--- src/common/sensor_irq_pkg.sv ---
package sensor_irq_pkg;

  // ---------------------------------------------------------------
  // register offsets
  // ---------------------------------------------------------------
  localparam logic [7:0] ADDR_IRQ_PIN_CONFIG = 8'h03;
  localparam logic [7:0] ADDR_IRQ_SOURCE_ENABLE = 8'h04;
  localparam logic [7:0] ADDR_IRQ_TRIGGER_SELECT_A = 8'h05;
  localparam logic [7:0] ADDR_IRQ_FLAGS = 8'h21;
  localparam logic [7:0] REG_RESET = 8'h00;
  localparam logic [7:0] RDATA_UNMAPPED = 8'h00;

  // ---------------------------------------------------------------
  // writable bit masks, reserved bits read zero
  // ---------------------------------------------------------------
  localparam logic [7:0] CONFIG_MASK = 8'h03;
  localparam logic [7:0] ENABLE_MASK = 8'h3f;
  localparam logic [7:0] SELECT_MASK = 8'hf7;
  localparam logic [7:0] FLAGS_MASK = 8'h3f;

  // ---------------------------------------------------------------
  // field positions
  // ---------------------------------------------------------------
  localparam int CFG_DRIVE_BIT = 0;
  localparam int CFG_CLEAR_MODE_BIT = 1;
  localparam int LIGHT_LO_BIT = 0;
  localparam int LIGHT_HI_BIT = 1;
  localparam int PROX1_BIT = 2;
  localparam int CMD_BIT = 5;
  localparam int PROX_CHANNELS = 3;
  localparam int SEL_PROX1_LSB = 4;
  localparam int SEL_PROX2_LSB = 6;
  localparam int SEL_LIGHT_LSB = 0;

  // ---------------------------------------------------------------
  // trigger encodings
  // ---------------------------------------------------------------
  typedef enum logic [1:0] {
    TRIG_DONE = 2'b00,
    TRIG_CROSS = 2'b01,
    TRIG_RSVD = 2'b10,
    TRIG_ABOVE = 2'b11
  } prox_trig_t;
  localparam logic [2:0] LIGHT_SEL_EVERY = 3'h0;
  localparam logic [1:0] LIGHT_LO_VIS = 2'h1;
  localparam logic [1:0] LIGHT_LO_IR = 2'h3;
  localparam logic [1:0] LIGHT_HI_VIS = 2'h2;
  localparam logic [1:0] LIGHT_HI_IR = 2'h3;

  // ---------------------------------------------------------------
  // measurement carrier
  // ---------------------------------------------------------------
  localparam int MEAS_W = 16;
  typedef struct packed {
    logic valid;
    logic [MEAS_W-1:0] value;
  } meas_t;

endpackage

--- src/sensor_irq_control.sv ---
module sensor_irq_control (
  // clock and reset
  input wire logic sys_clk_in,
  input wire logic reset_n_in,
  // register port
  input wire logic reg_wr_in,
  input wire logic reg_rd_in,
  input wire logic [7:0] reg_addr_in,
  input wire logic [7:0] reg_wdata_in,
  output logic [7:0] reg_rdata_out,
  // measurement events
  input wire sensor_irq_pkg::meas_t prox_meas_in [sensor_irq_pkg::PROX_CHANNELS],
  input wire logic [sensor_irq_pkg::MEAS_W-1:0] prox_threshold_in [sensor_irq_pkg::PROX_CHANNELS],
  input wire sensor_irq_pkg::meas_t visible_channel_in,
  input wire sensor_irq_pkg::meas_t infrared_channel_in,
  input wire logic [sensor_irq_pkg::MEAS_W-1:0] light_low_threshold_in,
  input wire logic [sensor_irq_pkg::MEAS_W-1:0] light_high_threshold_in,
  input wire logic cmd_event_in,
  // interrupt pin
  output logic irq_pin_out,
  output logic irq_pin_oe_out
);

  // ---------------------------------------------------------------
  // registers
  // ---------------------------------------------------------------
  logic [7:0] irq_cfg_reg;
  logic [7:0] irq_enable_reg;
  logic [7:0] irq_select_reg_a;
  logic [7:0] irq_flag_reg;
  logic [7:0] irq_flag_next;
  logic [7:0] flag_set;
  logic [7:0] flag_clr;
  logic [7:0] rdata_reg;
  logic oe_reg;
  logic irq_pin_drive_en;
  logic status_clear_mode;
  logic [1:0] light_flag_en;
  logic [2:0] light_trigger_sel;
  logic [1:0] proxn_trigger_sel [sensor_irq_pkg::PROX_CHANNELS];
  logic [sensor_irq_pkg::PROX_CHANNELS-1:0] prox_above;
  logic [sensor_irq_pkg::PROX_CHANNELS-1:0] prev_above_reg;
  logic [sensor_irq_pkg::PROX_CHANNELS-1:0] prox_set;
  logic [sensor_irq_pkg::PROX_CHANNELS-1:0] prox_auto_clr;
  logic vis_inside;
  logic ir_inside;
  logic prev_vis_inside_reg;
  logic prev_ir_inside_reg;
  logic light_lo_set;
  logic light_hi_set;
  logic wr_cfg;
  logic wr_enable;
  logic wr_select;
  logic wr_flags;

  assign irq_pin_drive_en = irq_cfg_reg[sensor_irq_pkg::CFG_DRIVE_BIT];
  assign status_clear_mode = irq_cfg_reg[sensor_irq_pkg::CFG_CLEAR_MODE_BIT];
  assign light_flag_en = irq_enable_reg[sensor_irq_pkg::LIGHT_HI_BIT:sensor_irq_pkg::LIGHT_LO_BIT];
  assign light_trigger_sel = irq_select_reg_a[sensor_irq_pkg::SEL_LIGHT_LSB +: 3];
  assign proxn_trigger_sel[0] = irq_select_reg_a[sensor_irq_pkg::SEL_PROX1_LSB +: 2];
  assign proxn_trigger_sel[1] = irq_select_reg_a[sensor_irq_pkg::SEL_PROX2_LSB +: 2];
  assign proxn_trigger_sel[2] = sensor_irq_pkg::TRIG_DONE;

  assign wr_cfg = reg_wr_in && (reg_addr_in == sensor_irq_pkg::ADDR_IRQ_PIN_CONFIG);
  assign wr_enable = reg_wr_in && (reg_addr_in == sensor_irq_pkg::ADDR_IRQ_SOURCE_ENABLE);
  assign wr_select = reg_wr_in && (reg_addr_in == sensor_irq_pkg::ADDR_IRQ_TRIGGER_SELECT_A);
  assign wr_flags = reg_wr_in && (reg_addr_in == sensor_irq_pkg::ADDR_IRQ_FLAGS);

  always_ff @(posedge sys_clk_in or negedge reset_n_in) begin
    if (!reset_n_in) begin
      irq_cfg_reg <= sensor_irq_pkg::REG_RESET;
      irq_enable_reg <= sensor_irq_pkg::REG_RESET;
      irq_select_reg_a <= sensor_irq_pkg::REG_RESET;
    end else begin
      if (wr_cfg) begin
        irq_cfg_reg <= reg_wdata_in & sensor_irq_pkg::CONFIG_MASK;
      end
      if (wr_enable) begin
        irq_enable_reg <= reg_wdata_in & sensor_irq_pkg::ENABLE_MASK;
      end
      if (wr_select) begin
        irq_select_reg_a <= reg_wdata_in & sensor_irq_pkg::SELECT_MASK;
      end
    end
  end

  // ---------------------------------------------------------------
  // read port
  // ---------------------------------------------------------------
  always_ff @(posedge sys_clk_in or negedge reset_n_in) begin
    if (!reset_n_in) begin
      rdata_reg <= sensor_irq_pkg::RDATA_UNMAPPED;
    end else if (reg_rd_in) begin
      case (reg_addr_in)
        sensor_irq_pkg::ADDR_IRQ_PIN_CONFIG: rdata_reg <= irq_cfg_reg;
        sensor_irq_pkg::ADDR_IRQ_SOURCE_ENABLE: rdata_reg <= irq_enable_reg;
        sensor_irq_pkg::ADDR_IRQ_TRIGGER_SELECT_A: rdata_reg <= irq_select_reg_a;
        sensor_irq_pkg::ADDR_IRQ_FLAGS: rdata_reg <= irq_flag_reg;
        default: rdata_reg <= sensor_irq_pkg::RDATA_UNMAPPED;
      endcase
    end
  end
  assign reg_rdata_out = rdata_reg;

  // ---------------------------------------------------------------
  // proximity channels
  // ---------------------------------------------------------------
  for (genvar i = 0; i < sensor_irq_pkg::PROX_CHANNELS; i++) begin : g_prox
    logic chan_en;
    assign chan_en = irq_enable_reg[sensor_irq_pkg::PROX1_BIT + i];
    assign prox_above[i] = prox_meas_in[i].value > prox_threshold_in[i];
    always_comb begin
      prox_set[i] = 1'b0;
      if (chan_en && prox_meas_in[i].valid) begin
        case (proxn_trigger_sel[i])
          sensor_irq_pkg::TRIG_DONE: prox_set[i] = 1'b1;
          sensor_irq_pkg::TRIG_CROSS: prox_set[i] = prox_above[i] != prev_above_reg[i];
          sensor_irq_pkg::TRIG_ABOVE: prox_set[i] = prox_above[i];
          default: prox_set[i] = 1'b0;
        endcase
      end
    end
    // self release in clear mode 1 with trigger 11
    assign prox_auto_clr[i] = status_clear_mode && chan_en && prox_meas_in[i].valid &&
        (proxn_trigger_sel[i] == sensor_irq_pkg::TRIG_ABOVE) && !prox_above[i];
    always_ff @(posedge sys_clk_in or negedge reset_n_in) begin
      if (!reset_n_in) begin
        prev_above_reg[i] <= 1'b0;
      end else if (prox_meas_in[i].valid) begin
        prev_above_reg[i] <= prox_above[i];
      end
    end
  end

  // ---------------------------------------------------------------
  // light channel
  // ---------------------------------------------------------------
  assign vis_inside = (visible_channel_in.value >= light_low_threshold_in) &&
      (visible_channel_in.value <= light_high_threshold_in);
  assign ir_inside = (infrared_channel_in.value >= light_low_threshold_in) &&
      (infrared_channel_in.value <= light_high_threshold_in);

  always_ff @(posedge sys_clk_in or negedge reset_n_in) begin
    if (!reset_n_in) begin
      prev_vis_inside_reg <= 1'b0;
      prev_ir_inside_reg <= 1'b0;
    end else begin
      if (visible_channel_in.valid) begin
        prev_vis_inside_reg <= vis_inside;
      end
      if (infrared_channel_in.valid) begin
        prev_ir_inside_reg <= ir_inside;
      end
    end
  end

  // enable 00 blocks both bits
  always_comb begin
    light_lo_set = 1'b0;
    light_hi_set = 1'b0;
    if (light_flag_en[0]) begin
      if (light_trigger_sel == sensor_irq_pkg::LIGHT_SEL_EVERY) begin
        light_lo_set = !light_flag_en[1] && visible_channel_in.valid;
      end else if (light_trigger_sel[1:0] == sensor_irq_pkg::LIGHT_LO_VIS) begin
        light_lo_set = visible_channel_in.valid && prev_vis_inside_reg && !vis_inside;
      end else if (light_trigger_sel[1:0] == sensor_irq_pkg::LIGHT_LO_IR) begin
        light_lo_set = infrared_channel_in.valid && prev_ir_inside_reg && !ir_inside;
      end
    end
    if (light_flag_en[1]) begin
      if (light_trigger_sel[2:1] == sensor_irq_pkg::LIGHT_HI_VIS) begin
        light_hi_set = visible_channel_in.valid && !prev_vis_inside_reg && vis_inside;
      end else if (light_trigger_sel[2:1] == sensor_irq_pkg::LIGHT_HI_IR) begin
        light_hi_set = infrared_channel_in.valid && !prev_ir_inside_reg && ir_inside;
      end
    end
  end

  // ---------------------------------------------------------------
  // sticky flags
  // ---------------------------------------------------------------
  always_comb begin
    flag_set = 8'h00;
    flag_set[sensor_irq_pkg::LIGHT_LO_BIT] = light_lo_set;
    flag_set[sensor_irq_pkg::LIGHT_HI_BIT] = light_hi_set;
    flag_set[sensor_irq_pkg::PROX1_BIT +: sensor_irq_pkg::PROX_CHANNELS] = prox_set;
    flag_set[sensor_irq_pkg::CMD_BIT] = cmd_event_in;
    flag_clr = 8'h00;
    flag_clr[sensor_irq_pkg::PROX1_BIT +: sensor_irq_pkg::PROX_CHANNELS] = prox_auto_clr;
    if (wr_flags) begin
      flag_clr = flag_clr | reg_wdata_in;
    end
    // set wins over clear
    irq_flag_next = ((irq_flag_reg & ~flag_clr) | flag_set) & sensor_irq_pkg::FLAGS_MASK;
  end

  always_ff @(posedge sys_clk_in or negedge reset_n_in) begin
    if (!reset_n_in) begin
      irq_flag_reg <= sensor_irq_pkg::REG_RESET;
    end else begin
      irq_flag_reg <= irq_flag_next;
    end
  end

  // ---------------------------------------------------------------
  // interrupt pin
  // ---------------------------------------------------------------
  always_ff @(posedge sys_clk_in or negedge reset_n_in) begin
    if (!reset_n_in) begin
      oe_reg <= 1'b0;
    end else begin
      oe_reg <= irq_pin_drive_en && |(irq_flag_reg & irq_enable_reg);
    end
  end
  assign irq_pin_oe_out = oe_reg;
  assign irq_pin_out = 1'b0;
endmodule

--- config.mk ---
export PLATFORM = sky130hd
export DESIGN_NAME = sensor_irq_control
export DESIGN_NICKNAME = d
export VERILOG_FILES = /design/src/common/sensor_irq_pkg.sv /design/src/sensor_irq_control.sv
export SDC_FILE = /design/constraint.sdc
export NUM_CORES = 1
export LEC_CHECK = 0
export BUFFER_PORTS_ARGS = -buffer_cell sky130_fd_sc_hd__buf_4
export CORE_MARGIN = 2
export CORE_UTILIZATION = 51
export CTS_CLUSTER_SIZE = 16
export DETAILED_ROUTE_END_ITERATION = 12
export PLACE_DENSITY = 0.95
export SLEW_MARGIN = 15
export SYNTH_ARGS = -nofsm -noshare
export SYNTH_HDL_FRONTEND = slang
export SYNTH_SLANG_ARGS = --single-unit
--- constraint.sdc ---
create_clock -name sys_clk_in -period 2.45 [get_ports sys_clk_in]
set_input_delay 0.49 -clock sys_clk_in [delete_from_list [all_inputs] [get_ports sys_clk_in]]
set_output_delay 0.49 -clock sys_clk_in [all_outputs]
set_load 0.01 [all_outputs]
==> flow_summary.yaml, run 1 <==
outcome:
  run_status: "complete, no violations"
sta:
  fmax_mhz: 433
  timing_hold_violations_final: 0
  worst_clock_skew_ns: 0.00326
  timing.final.setup_violations: 0
  worst_hold_slack_ns: 0.133
  worst_max_slew_margin_expressed_relative_to_the_limit_pct: 65.0
  timing.final.max_slew_violations: 0
  fin_crit_sh_pct: 94.2
  worstMarginPinSlew_ns: 0.525
  layout_min_cycle_time_ns: 2.31
  rsz_0062_raised_after_global_routing: "no"
run:
  max_cap_violations: 0
finish:
  multiInputGateArea_sq_um: 2760
  register_area_sq_um: 851
  fillerInstances: 528
  largest_reg_flops: 8
  post_layout_nets: 905
  antenna-diode-count: 0
  drive_above_1_share_pct: 31.0
  area_delta_synth_final_pct: 36.2
floorplanning:
  std_cell_rows: 31
  die_w_microns: 91.7
  die_height_microns: 91.7
  initial_core_util_pct: 53.5
  floorplan.io_pins: 196
  design.die.area_sq_um: 8410
  coreArea_sq_um: 7330
drt:
  vias: 4173
  route.final.wire_length_mm: 11.2
  viasPerCell: 5.78
  detail_route.iter0.violations: 228
  drc_errors: 0
  route.antenna.remaining_nets: 0
  avgRoutedWirePerCell_microns: 15.5
  drt_pass1_iterations: 4
clocking:
  tritoncts.num_buffers: 5
  cts_root_buffer_type: "clkbuf_8"
  clock_tree.htree_level_count: 2
  cts_setup_buffers: 0
  tritoncts: "done"
  clock_insertion_delay_worst_skew_ns: 0.29
  clkTransAtPathRegs_ns: 0.06
  cts-resized-gates: 0
  cts_num_sinks: 34
  cts_hold_buf: 0
  clock_buffer_depth: 2
logic_synthesis:
  yosys-top-cells-count: "96 x ha_1, 75 x inv_1, 40 x a21oi_1"
  synthCells: 455
  net_count_after_synthesis: 737
  count_of_flip_flops_with_a_built_in_enable_after_synthesis: 0
  yosys_most_used_dff: "dfrtp_1"
  synth_seq_cells: 34
  avgSynthCellArea_sq_um: 8.62
  postSynth.asyncResetShare_pct: 100
  post_synth_main_area_contributors: "ha_1 31%, dfrtp_1 22%, inv_1 7.2%"
  netlist.area_leader.share_pct: 30.6
  yosys.cell_count.top_type: "ha_1"
  synth.cell_area_sq_um: 3920
  seq_area_frac_synth_pct: 21.7
  synth_cell_types: 54
  yosysTopAreaCell: "ha_1"
  synth-warning-count: 0
pwr:
  ir_worst_vdd_mv: 0.176
  cellInternalPower_mw: 1.17
  power_frac_clock_pct: 22.4
  power_density_normalized_to_cell_area_nw_per_um2: 319
  power.total_mw: 1.71
  power.switching_fraction_pct: 31.5
  power.static_leakage_nw: 2.92
  p_switching_uw: 538
  pwr-share-seq_pct: 38.3
  combinationalPowerShare_pct: 39.3
global_routing:
  grt_antenna_before_repair: 0
  grt_pass1_wl_mm: 18.6
  grt_start_max_net_pins: 35
  vias_in_the_first_global_route: 4334
  groute.usage.overall_pct: 27.0
  grt_ovf: 0
setup_path:
  worst_setup_path_start_kind: "input pin"
  largest_driver_fanout_on_the_critical_path: 3
  critical_path_arrival_ns: 2.48
  timing.critical_path.required_ns: 2.62
  critPathCaptureType: "register"
  crit_type: "in -> reg"
placement:
  dp_hpwl_mm: 9.69
  gp_congestion: 0.900
  port_buffers: 162
worst_hold_path:
  timing.hold.worst.class: "in -> async"
[layout by cell type, fill, tap and decap left out, types with 2 or more instances in the layout]
| master | instances |
|---|---|
| buf_4 | 166 |
| mux2_2 | 18 |
| nand3_1 | 16 |
| a21o_1 | 13 |
| o211ai_1 | 4 |
| o22ai_1 | 5 |
| o21ai_0 | 15 |
| dfrtp_1 | 34 |
| and3_1 | 2 |
| nor2_1 | 25 |
| nor3_1 | 2 |
| nor4_1 | 3 |
| nand2_1 | 21 |
| a21oi_1 | 40 |
| o31ai_1 | 2 |
| nor2b_1 | 6 |
| a211oi_1 | 3 |
| a22oi_1 | 4 |
| mux2i_1 | 6 |
| nor3b_1 | 2 |
| clkbuf_1 | 2 |
| clkbuf_8 | 5 |
| a31oi_1 | 2 |
| nand2b_1 | 3 |
| and4_1 | 3 |
| ha_1 | 96 |
| a221oi_1 | 2 |
| inv_1 | 75 |
| nand4_1 | 23 |
[kinds of logic after synthesis]
kind of cell | share of synthesized area, %
AND/OR/NAND/NOR | 14.6
AO/OA/AOI/OAI | 18.4
adder cells (fa/ha/maj) | 30.6
buffers and inverters | 7.82
flip-flops | 21.7
multiplexers | 6.70
other | 0.0956
[critical path, stage by stage]
cell and delay (ns):
buf_4 0.11, inv_1 0.09, ha_1 0.26, a211oi_2 0.23
nor2_1 0.07, a2111o_1 0.38, a211o_1 0.32, a32oi_2 0.23
o211ai_1 0.14, a2bb2oi_1 0.15
[per-layer routing]
metal | vias up | global-route usage [%] | part of all wire (%)
met5 | - | 0 | 0
met4 | 0 | 12.8 | 4.0
met3 | 46 | 6.08 | 7.5
met2 | 196 | 49.9 | 52
met1 | 1930 | 28.7 | 36
li1 | 2001 | - | -
[final cells by class]
type / instances / share of cell area, %
tap: 99 / 2.32
multi-input combinational: 341 / 51.7
clock buffer: 7 / 1.43
timing repair buffer: 166 / 23.3
sequential: 34 / 15.9
inverter: 75 / 5.27
[per-stage QoR]
stage	utilization (%)	area, sq um	instances	setup TNS, ns	setup WS, ns
6_report	72.9	5340	722	0	0.141
5_1_grt	72.9	5340	722	0	0.0542
4_1_cts	72.9	5340	722	0	0.140
3_5_place_dp	71.8	5270	715	-0.253	-0.158
3_3_place_gp	71.8	5270	715	-0.0852	-0.0697
2_1_floorplan	-	3920	455	0	0.182
[worst paths after layout]
check	from	end	slack (ns)	cells past startpoint
setup / recovery	light_high_threshold_in[5]	irq_flag_reg[0]	0.14	10
hold / removal	reset_n_in	reg_rdata_out[5]	0.13	1
setup reg to reg	irq_select_reg_a[1]	irq_flag_reg[0]	1.21	3
hold reg to reg	reg_rdata_out[2]	reg_rdata_out[2]	0.54	2
max in group asynchronous	reset_n_in	irq_select_reg_a[7]	2.02	1
min in group sys_clk_in	cmd_event_in	irq_flag_reg[5]	0.38	2
[power by group through the flow]
stage                     clock [mW]  sequential, mW  combinational [mW]
after global routing           0.419           0.659               0.757
final                          0.382           0.654               0.670
after global placement             0           0.657               0.618
after floorplan                    0           0.649               0.341
after detailed placement           0           0.662               0.667
after CTS                      0.389           0.653               0.671
Power figures use the tool's default switching activity.
==> run 2, diff against run 1 <==
--- a/config.mk
+++ b/config.mk
@@ -10,2 +10,3 @@
 export CORE_UTILIZATION = 51
+export CTS_CLUSTER_DIAMETER = 40
 export CTS_CLUSTER_SIZE = 16
==> constraint.sdc (replaced) <==
create_clock -name sys_clk_in -period 2.45 [get_ports sys_clk_in]
set_input_delay 0 -clock sys_clk_in [delete_from_list [all_inputs] [get_ports sys_clk_in]]
set_output_delay 0 -clock sys_clk_in [all_outputs]
set_load 0.01 [all_outputs]
==> run 2 against run 1 <==
- cell area up 2.5%
- global-route usage up 0.73 points
- die area unchanged
- register-to-register slack about the same
- clock power about the same
- non-clock buffer count up 12
- routed wire length up 3.3%
- critical path type unchanged
- critical endpoint unchanged
- highest routed layer unchanged
==> flow_summary.yaml, run 2 (synthesized netlist as in run 1, its figures left out) <==
setup_path:
  largest_driver_fanout_on_the_critical_path: 3
  worst_setup_path_start_kind: "input pin"
  timing.critical_path.required_ns: 2.62
  critPathCaptureType: "register"
  worst_r2r_endpoint: "reg_rdata_out[1]"
  regToRegSetupSlack_ns: 1.22
  critical_path_arrival_ns: 1.96
  setup.worst_path.start: "light_high_threshold_in[5]"
  crit_type: "in -> reg"
  setup.worst_path.end: "irq_flag_reg[0]"
  ff2ff_path_depth: 4
  regToRegStartpoint: "irq_select_reg_a[1]"
floorplanning:
  initial_core_util_pct: 53.5
  die_height_microns: 91.7
  coreArea_sq_um: 7330
  design.die.area_sq_um: 8410
  die_w_microns: 91.7
  std_cell_rows: 31
  floorplan.io_pins: 196
drt:
  route.final.wire_length_mm: 11.6
  viasPerCell: 5.66
  drt_pass1_iterations: 5
  drc_errors: 0
  vias: 4151
  met2_wirelength_mm: 6.05
  top_layer: "met4"
  route.antenna.remaining_nets: 0
  detailroute.wirelength.met3_microns: 845
  detail_route.iter0.violations: 188
  avgRoutedWirePerCell_microns: 15.8
  detail_route.wirelength.met1_mm: 4.33
pwr:
  combinationalPowerShare_pct: 39.9
  cellInternalPower_mw: 1.18
  power.static_leakage_nw: 2.98
  power_frac_clock_pct: 22.2
  pwr-share-seq_pct: 37.9
  p_switching_uw: 549
  power.total_mw: 1.73
  power.switching_fraction_pct: 31.8
  power_density_normalized_to_cell_area_nw_per_um2: 315
  ir_worst_vdd_mv: 0.192
placement:
  gp_congestion: 0.890
  dp_hpwl_mm: 9.35
  port_buffers: 162
  dp_slack_ns: 0.350
finish:
  antenna-diode-count: 0
  finish.utilization_pct: 74.7
  final_common_cell: "buf_4"
  drive_above_1_share_pct: 30.1
  mostFrequentLayoutCells: "162 x buf_4, 96 x ha_1, 75 x inv_1, 40 x a21oi_1, 34 x dfrtp_1"
  post_layout_nets: 917
  largest_reg_flops: 8
  area_delta_synth_final_pct: 39.6
clocking:
  clkTransAtPathRegs_ns: 0.07
  clock_insertion_delay_worst_skew_ns: 0.29
  cts-resized-gates: 0
  cts_root_buffer_type: "clkbuf_8"
  tritoncts: "done"
  tritoncts.num_buffers: 5
  cts_setup_buffers: 0
  cts_num_sinks: 34
  clock_tree.htree_level_count: 2
  clock_buffer_depth: 2
sta:
  worst_max_slew_margin_expressed_relative_to_the_limit_pct: 65.3
  layout_min_cycle_time_ns: 1.79
  timing.final.max_slew_violations: 0
  worst_clock_skew_ns: 0.00860
  worstMarginPinSlew_ns: 0.519
  timing.final.setup_violations: 0
  timing_hold_violations_final: 0
  setup_ws_ns: 0.656
  fin_crit_sh_pct: 73.2
  timing.setup.tns_ns: 0
  fmax_mhz: 557
  rsz_0062_raised_after_global_routing: "no"
  worst_hold_slack_ns: 0.0691
global_routing:
  grt_start_max_net_pins: 35
  vias_in_the_first_global_route: 4457
  grt_antenna_before_repair: 0
  grt_ovf: 0
  grt_pass1_wl_mm: 19.1
  groute.usage.overall_pct: 27.7
worst_hold_path:
  timing.hold.worst.class: "in -> reg"
run:
  max_cap_violations: 0
outcome:
  run_status: "complete, no violations"
-- run 2: routing by layer --
metal  vias up  global-route usage (%)
met3        33                    5.83
met2       190                    52.2
li1       2018                       -
met4         0                    11.1
met5         -                       0
met1      1910                    29.8
-- run 2: power groups by stage --
stage          Clock (mW)  Sequential (mW)  Combinational (mW)
5_1_grt             0.412            0.658               0.773
6_report            0.383            0.654               0.688
3_3_place_gp            0            0.657               0.616
3_5_place_dp            0            0.663               0.658
4_1_cts             0.382            0.653               0.683
2_1_floorplan           0            0.649               0.341
-- run 2: area by class of cell --
| class | instances | area, sq um |
|---|---|---|
| inverters | 75 | 282 |
| well taps | 99 | 124 |
| clock buffers | 5 | 68.8 |
| repair buffers | 178 | 1380 |
| multi-input cells | 341 | 2760 |
| flip-flops and latches | 34 | 851 |
| fillers | 506 | 1860 |
| clock inverters | 2 | 10.0 |
-- run 2: repair_timing --
action	CTS	global route
setup endpoints to repair	0	0
hold endpoints to repair	56	0
hold buffers	16	0
-- run 2: worst min-delay path by stage --
stage,slack [ns],cells after the start,endpoint,start
2_1_floorplan,-0.30,0,irq_cfg_reg[0],reset_n_in
3_3_place_gp,-0.04,1,irq_flag_reg[5],reset_n_in
3_5_place_dp,-0.03,1,reg_rdata_out[5],reset_n_in
4_1_cts,0.06,3,irq_flag_reg[5],reg_wr_in
5_1_grt,0.1,3,irq_flag_reg[5],reg_wr_in
6_report,0.07,3,irq_flag_reg[5],reg_wr_in
-- run 2: worst max-delay path: stages --
cell and delay, ns:
buf_4 0.10, inv_1 0.08, ha_1 0.26, a211oi_2 0.22
nor2_1 0.07, a2111o_1 0.39, a211o_1 0.33, a32oi_2 0.24
o211ai_1 0.13, a2bb2oi_1 0.15
-- run 2: stage by stage --
stage          area, sq um  instances
6_report              5480        734
5_1_grt               5480        734
4_1_cts               5480        734
3_5_place_dp          5240        711
3_3_place_gp          5240        711
2_1_floorplan         3920        455
==> run 3, diff against run 2 <==
CORE_UTILIZATION = 43   (was 51)
PLACE_DENSITY = 0.86   (was 0.95)
clock period = 1.5 ns   (was 2.45 ns; I/O delays follow)
==> run 3 against run 2 <==
- the flow now finishes with violations (negative setup slack)
- register-to-register slack got worse by 0.95 ns
- worst hold slack improved by 0.012 ns
- cell area rose by 12%
- clock skew fell by 0.0038 ns
- sequential power rose by 64%
- first-iteration DRC count fell by 42%
- core utilization fell by 4.8 points
- sequential share of layout area fell by 1.7 points
- non-clock buffer count rose by 47
- flip-flop and latch count did not move
- critical path type unchanged
- largest power group unchanged
- highest routed layer unchanged
==> flow_summary.yaml, run 3 (synthesized netlist as in run 1, its figures left out) <==
sta:
  timing.final.setup_violations: 2
  fmax_mhz: 625
  timing_hold_violations_final: 0
  worst_clock_skew_ns: 0.00483
  layout_min_cycle_time_ns: 1.60
  worst_hold_slack_ns: 0.0811
  setup_ws_ns: -0.101
  fin_crit_sh_pct: 107
  timing.final.max_slew_violations: 0
  rsz_0062_raised_after_global_routing: "yes"
  timing.setup.tns_ns: -0.148
floorplanning:
  die_height_microns: 99.5
  coreArea_sq_um: 8760
  die_w_microns: 99.5
  std_cell_rows: 34
  floorplan.io_pins: 196
  design.die.area_sq_um: 9900
  initial_core_util_pct: 44.7
placement:
  dpl_cell_area_sq_um: 5780
  dpl.cell_count: 766
  gp_congestion: 0.924
  dp_hpwl_mm: 10.3
  port_buffers: 162
  dp_slack_ns: -0.421
clocking:
  cts_root_buffer_type: "clkbuf_8"
  clock_insertion_delay_worst_skew_ns: 0.29
  tritoncts.num_buffers: 5
  clkTransAtPathRegs_ns: 0.07
  clock_tree.htree_level_count: 2
  cts_num_sinks: 34
  tritoncts: "done"
  clock_buffer_depth: 2
finish:
  drive_above_1_share_pct: 39.4
  finish.utilization_pct: 69.9
  antenna-diode-count: 0
  mostFrequentLayoutCells: "202 x buf_4, 84 x ha_1, 65 x inv_1, 38 x a21oi_1, 34 x dfrtp_1"
  post_layout_nets: 964
  fillerInstances: 627
  area_delta_synth_final_pct: 56.3
  postLayoutCellArea_sq_um: 6130
  final_common_cell: "buf_4"
  multiInputGateArea_sq_um: 2980
  instances_no_fill: 791
  register_area_sq_um: 851
  largest_reg_flops: 8
setup_path:
  crit_path_cell_trace: "buf_4 > inv_6 > ha_4 > and4_1 > a221o_1 > a2111oi_4 > o32ai_2 > nor2b_1 > a2bb2oi_1"
  critical-path-slowest-cell: "a221o_1"
  worst_setup_path_start_kind: "input pin"
  largest_driver_fanout_on_the_critical_path: 3
  ff2ff_path_depth: 4
  critPathCaptureType: "register"
  critical_path_arrival_ns: 1.77
  worst_r2r_endpoint: "reg_rdata_out[1]"
  max_stage_delay_ns: 0.40
  regToRegStartpoint: "irq_select_reg_a[1]"
  timing.critical_path.required_ns: 1.67
  regToRegSetupSlack_ns: 0.27
  crit_type: "in -> reg"
outcome:
  run_status: "finished with violations"
  failed_checks: "negative setup slack"
global_routing:
  vias_in_the_first_global_route: 4685
  grt_pass1_wl_mm: 19.8
  grt_antenna_before_repair: 0
  grt_start_max_net_pins: 35
  grt_ovf: 0
  groute.usage.overall_pct: 24.3
worst_hold_path:
  holdCritStartpoint: "reg_wr_in"
  timing.hold.worst.class: "in -> reg"
  hold_path_end: "irq_flag_reg[5]"
  min_path_cells: 3
pwr:
  power.static_leakage_nw: 3.24
  power.total_mw: 3.08
  power_density_normalized_to_cell_area_nw_per_um2: 502
  ir_worst_vdd_mv: 0.281
drt:
  route.antenna.remaining_nets: 0
  detail_route.iter0.violations: 109
  drc_errors: 0
  viasPerCell: 5.55
  vias: 4392
  drt_pass1_iterations: 4
  route.final.wire_length_mm: 12.3
  avgRoutedWirePerCell_microns: 15.6
run:
  max_cap_violations: 0
[run 3: critical path: cells and delay by family]
family,cells,cell delay (ns)
AND/OR/NAND/NOR,2,0.37
adder cells (fa/ha/maj),1,0.19
buffers and inverters,2,0.17
AO/OA/AOI/OAI,4,1.02
[run 3: metal layers]
metal | up-vias | GRT usage, % | routed length, microns
li1 | 2116 | - | -
met1 | 2066 | 25.3 | 4540
met2 | 180 | 47.3 | 6680
met3 | 30 | 5.20 | 792
met4 | 0 | 8.54 | 287
met5 | - | 0 | 0
[run 3: how the worst max path moves through the flow]
| stage | startpoint | to | slack, ns |
|---|---|---|---|
| 5_1_grt | light_high_threshold_in[6] | irq_flag_reg[0] | -0.17 |
| 4_1_cts | light_high_threshold_in[10] | irq_flag_reg[0] | -0.07 |
| 6_report | light_high_threshold_in[10] | irq_flag_reg[0] | -0.10 |
| 2_1_floorplan | light_high_threshold_in[10] | irq_flag_reg[0] | -0.13 |
| 3_3_place_gp | light_high_threshold_in[10] | irq_flag_reg[0] | -0.37 |
| 3_5_place_dp | light_high_threshold_in[10] | irq_flag_reg[0] | -0.42 |
[run 3: report_power, final]
part / switching (mW) / internal, mW / leakage (nW) / total [mW]
combinational: 0.573 / 0.742 / 2.74 / 1.32
sequential: 0.0740 / 0.993 / 0.447 / 1.07
clock: 0.326 / 0.370 / 0.0482 / 0.696
[run 3: layout make-up]
| cell class | count | share of cell area [%] |
|---|---|---|
| Clock buffer | 7 | 1.41 |
| Inverter | 75 | 5.00 |
| Tap cell | 108 | 2.21 |
| Clock inverter | 1 | 0.0817 |
| Timing Repair Buffer | 225 | 28.7 |
| Sequential cell | 34 | 13.9 |
| Multi-Input combinational cell | 341 | 48.7 |
[run 3: repair_timing]
| action | 4_1_cts | 5_1_grt |
|---|---|---|
| hold buffers | 16 | 0 |
| setup endpoints to repair | 2 | 4 |
| gates cloned | 0 | 0 |
| resized for setup | 3 | 21 |
| buffers inserted | 0 | 1 |
| hold endpoints to repair | 55 | 0 |
| pin swaps | 1 | 13 |
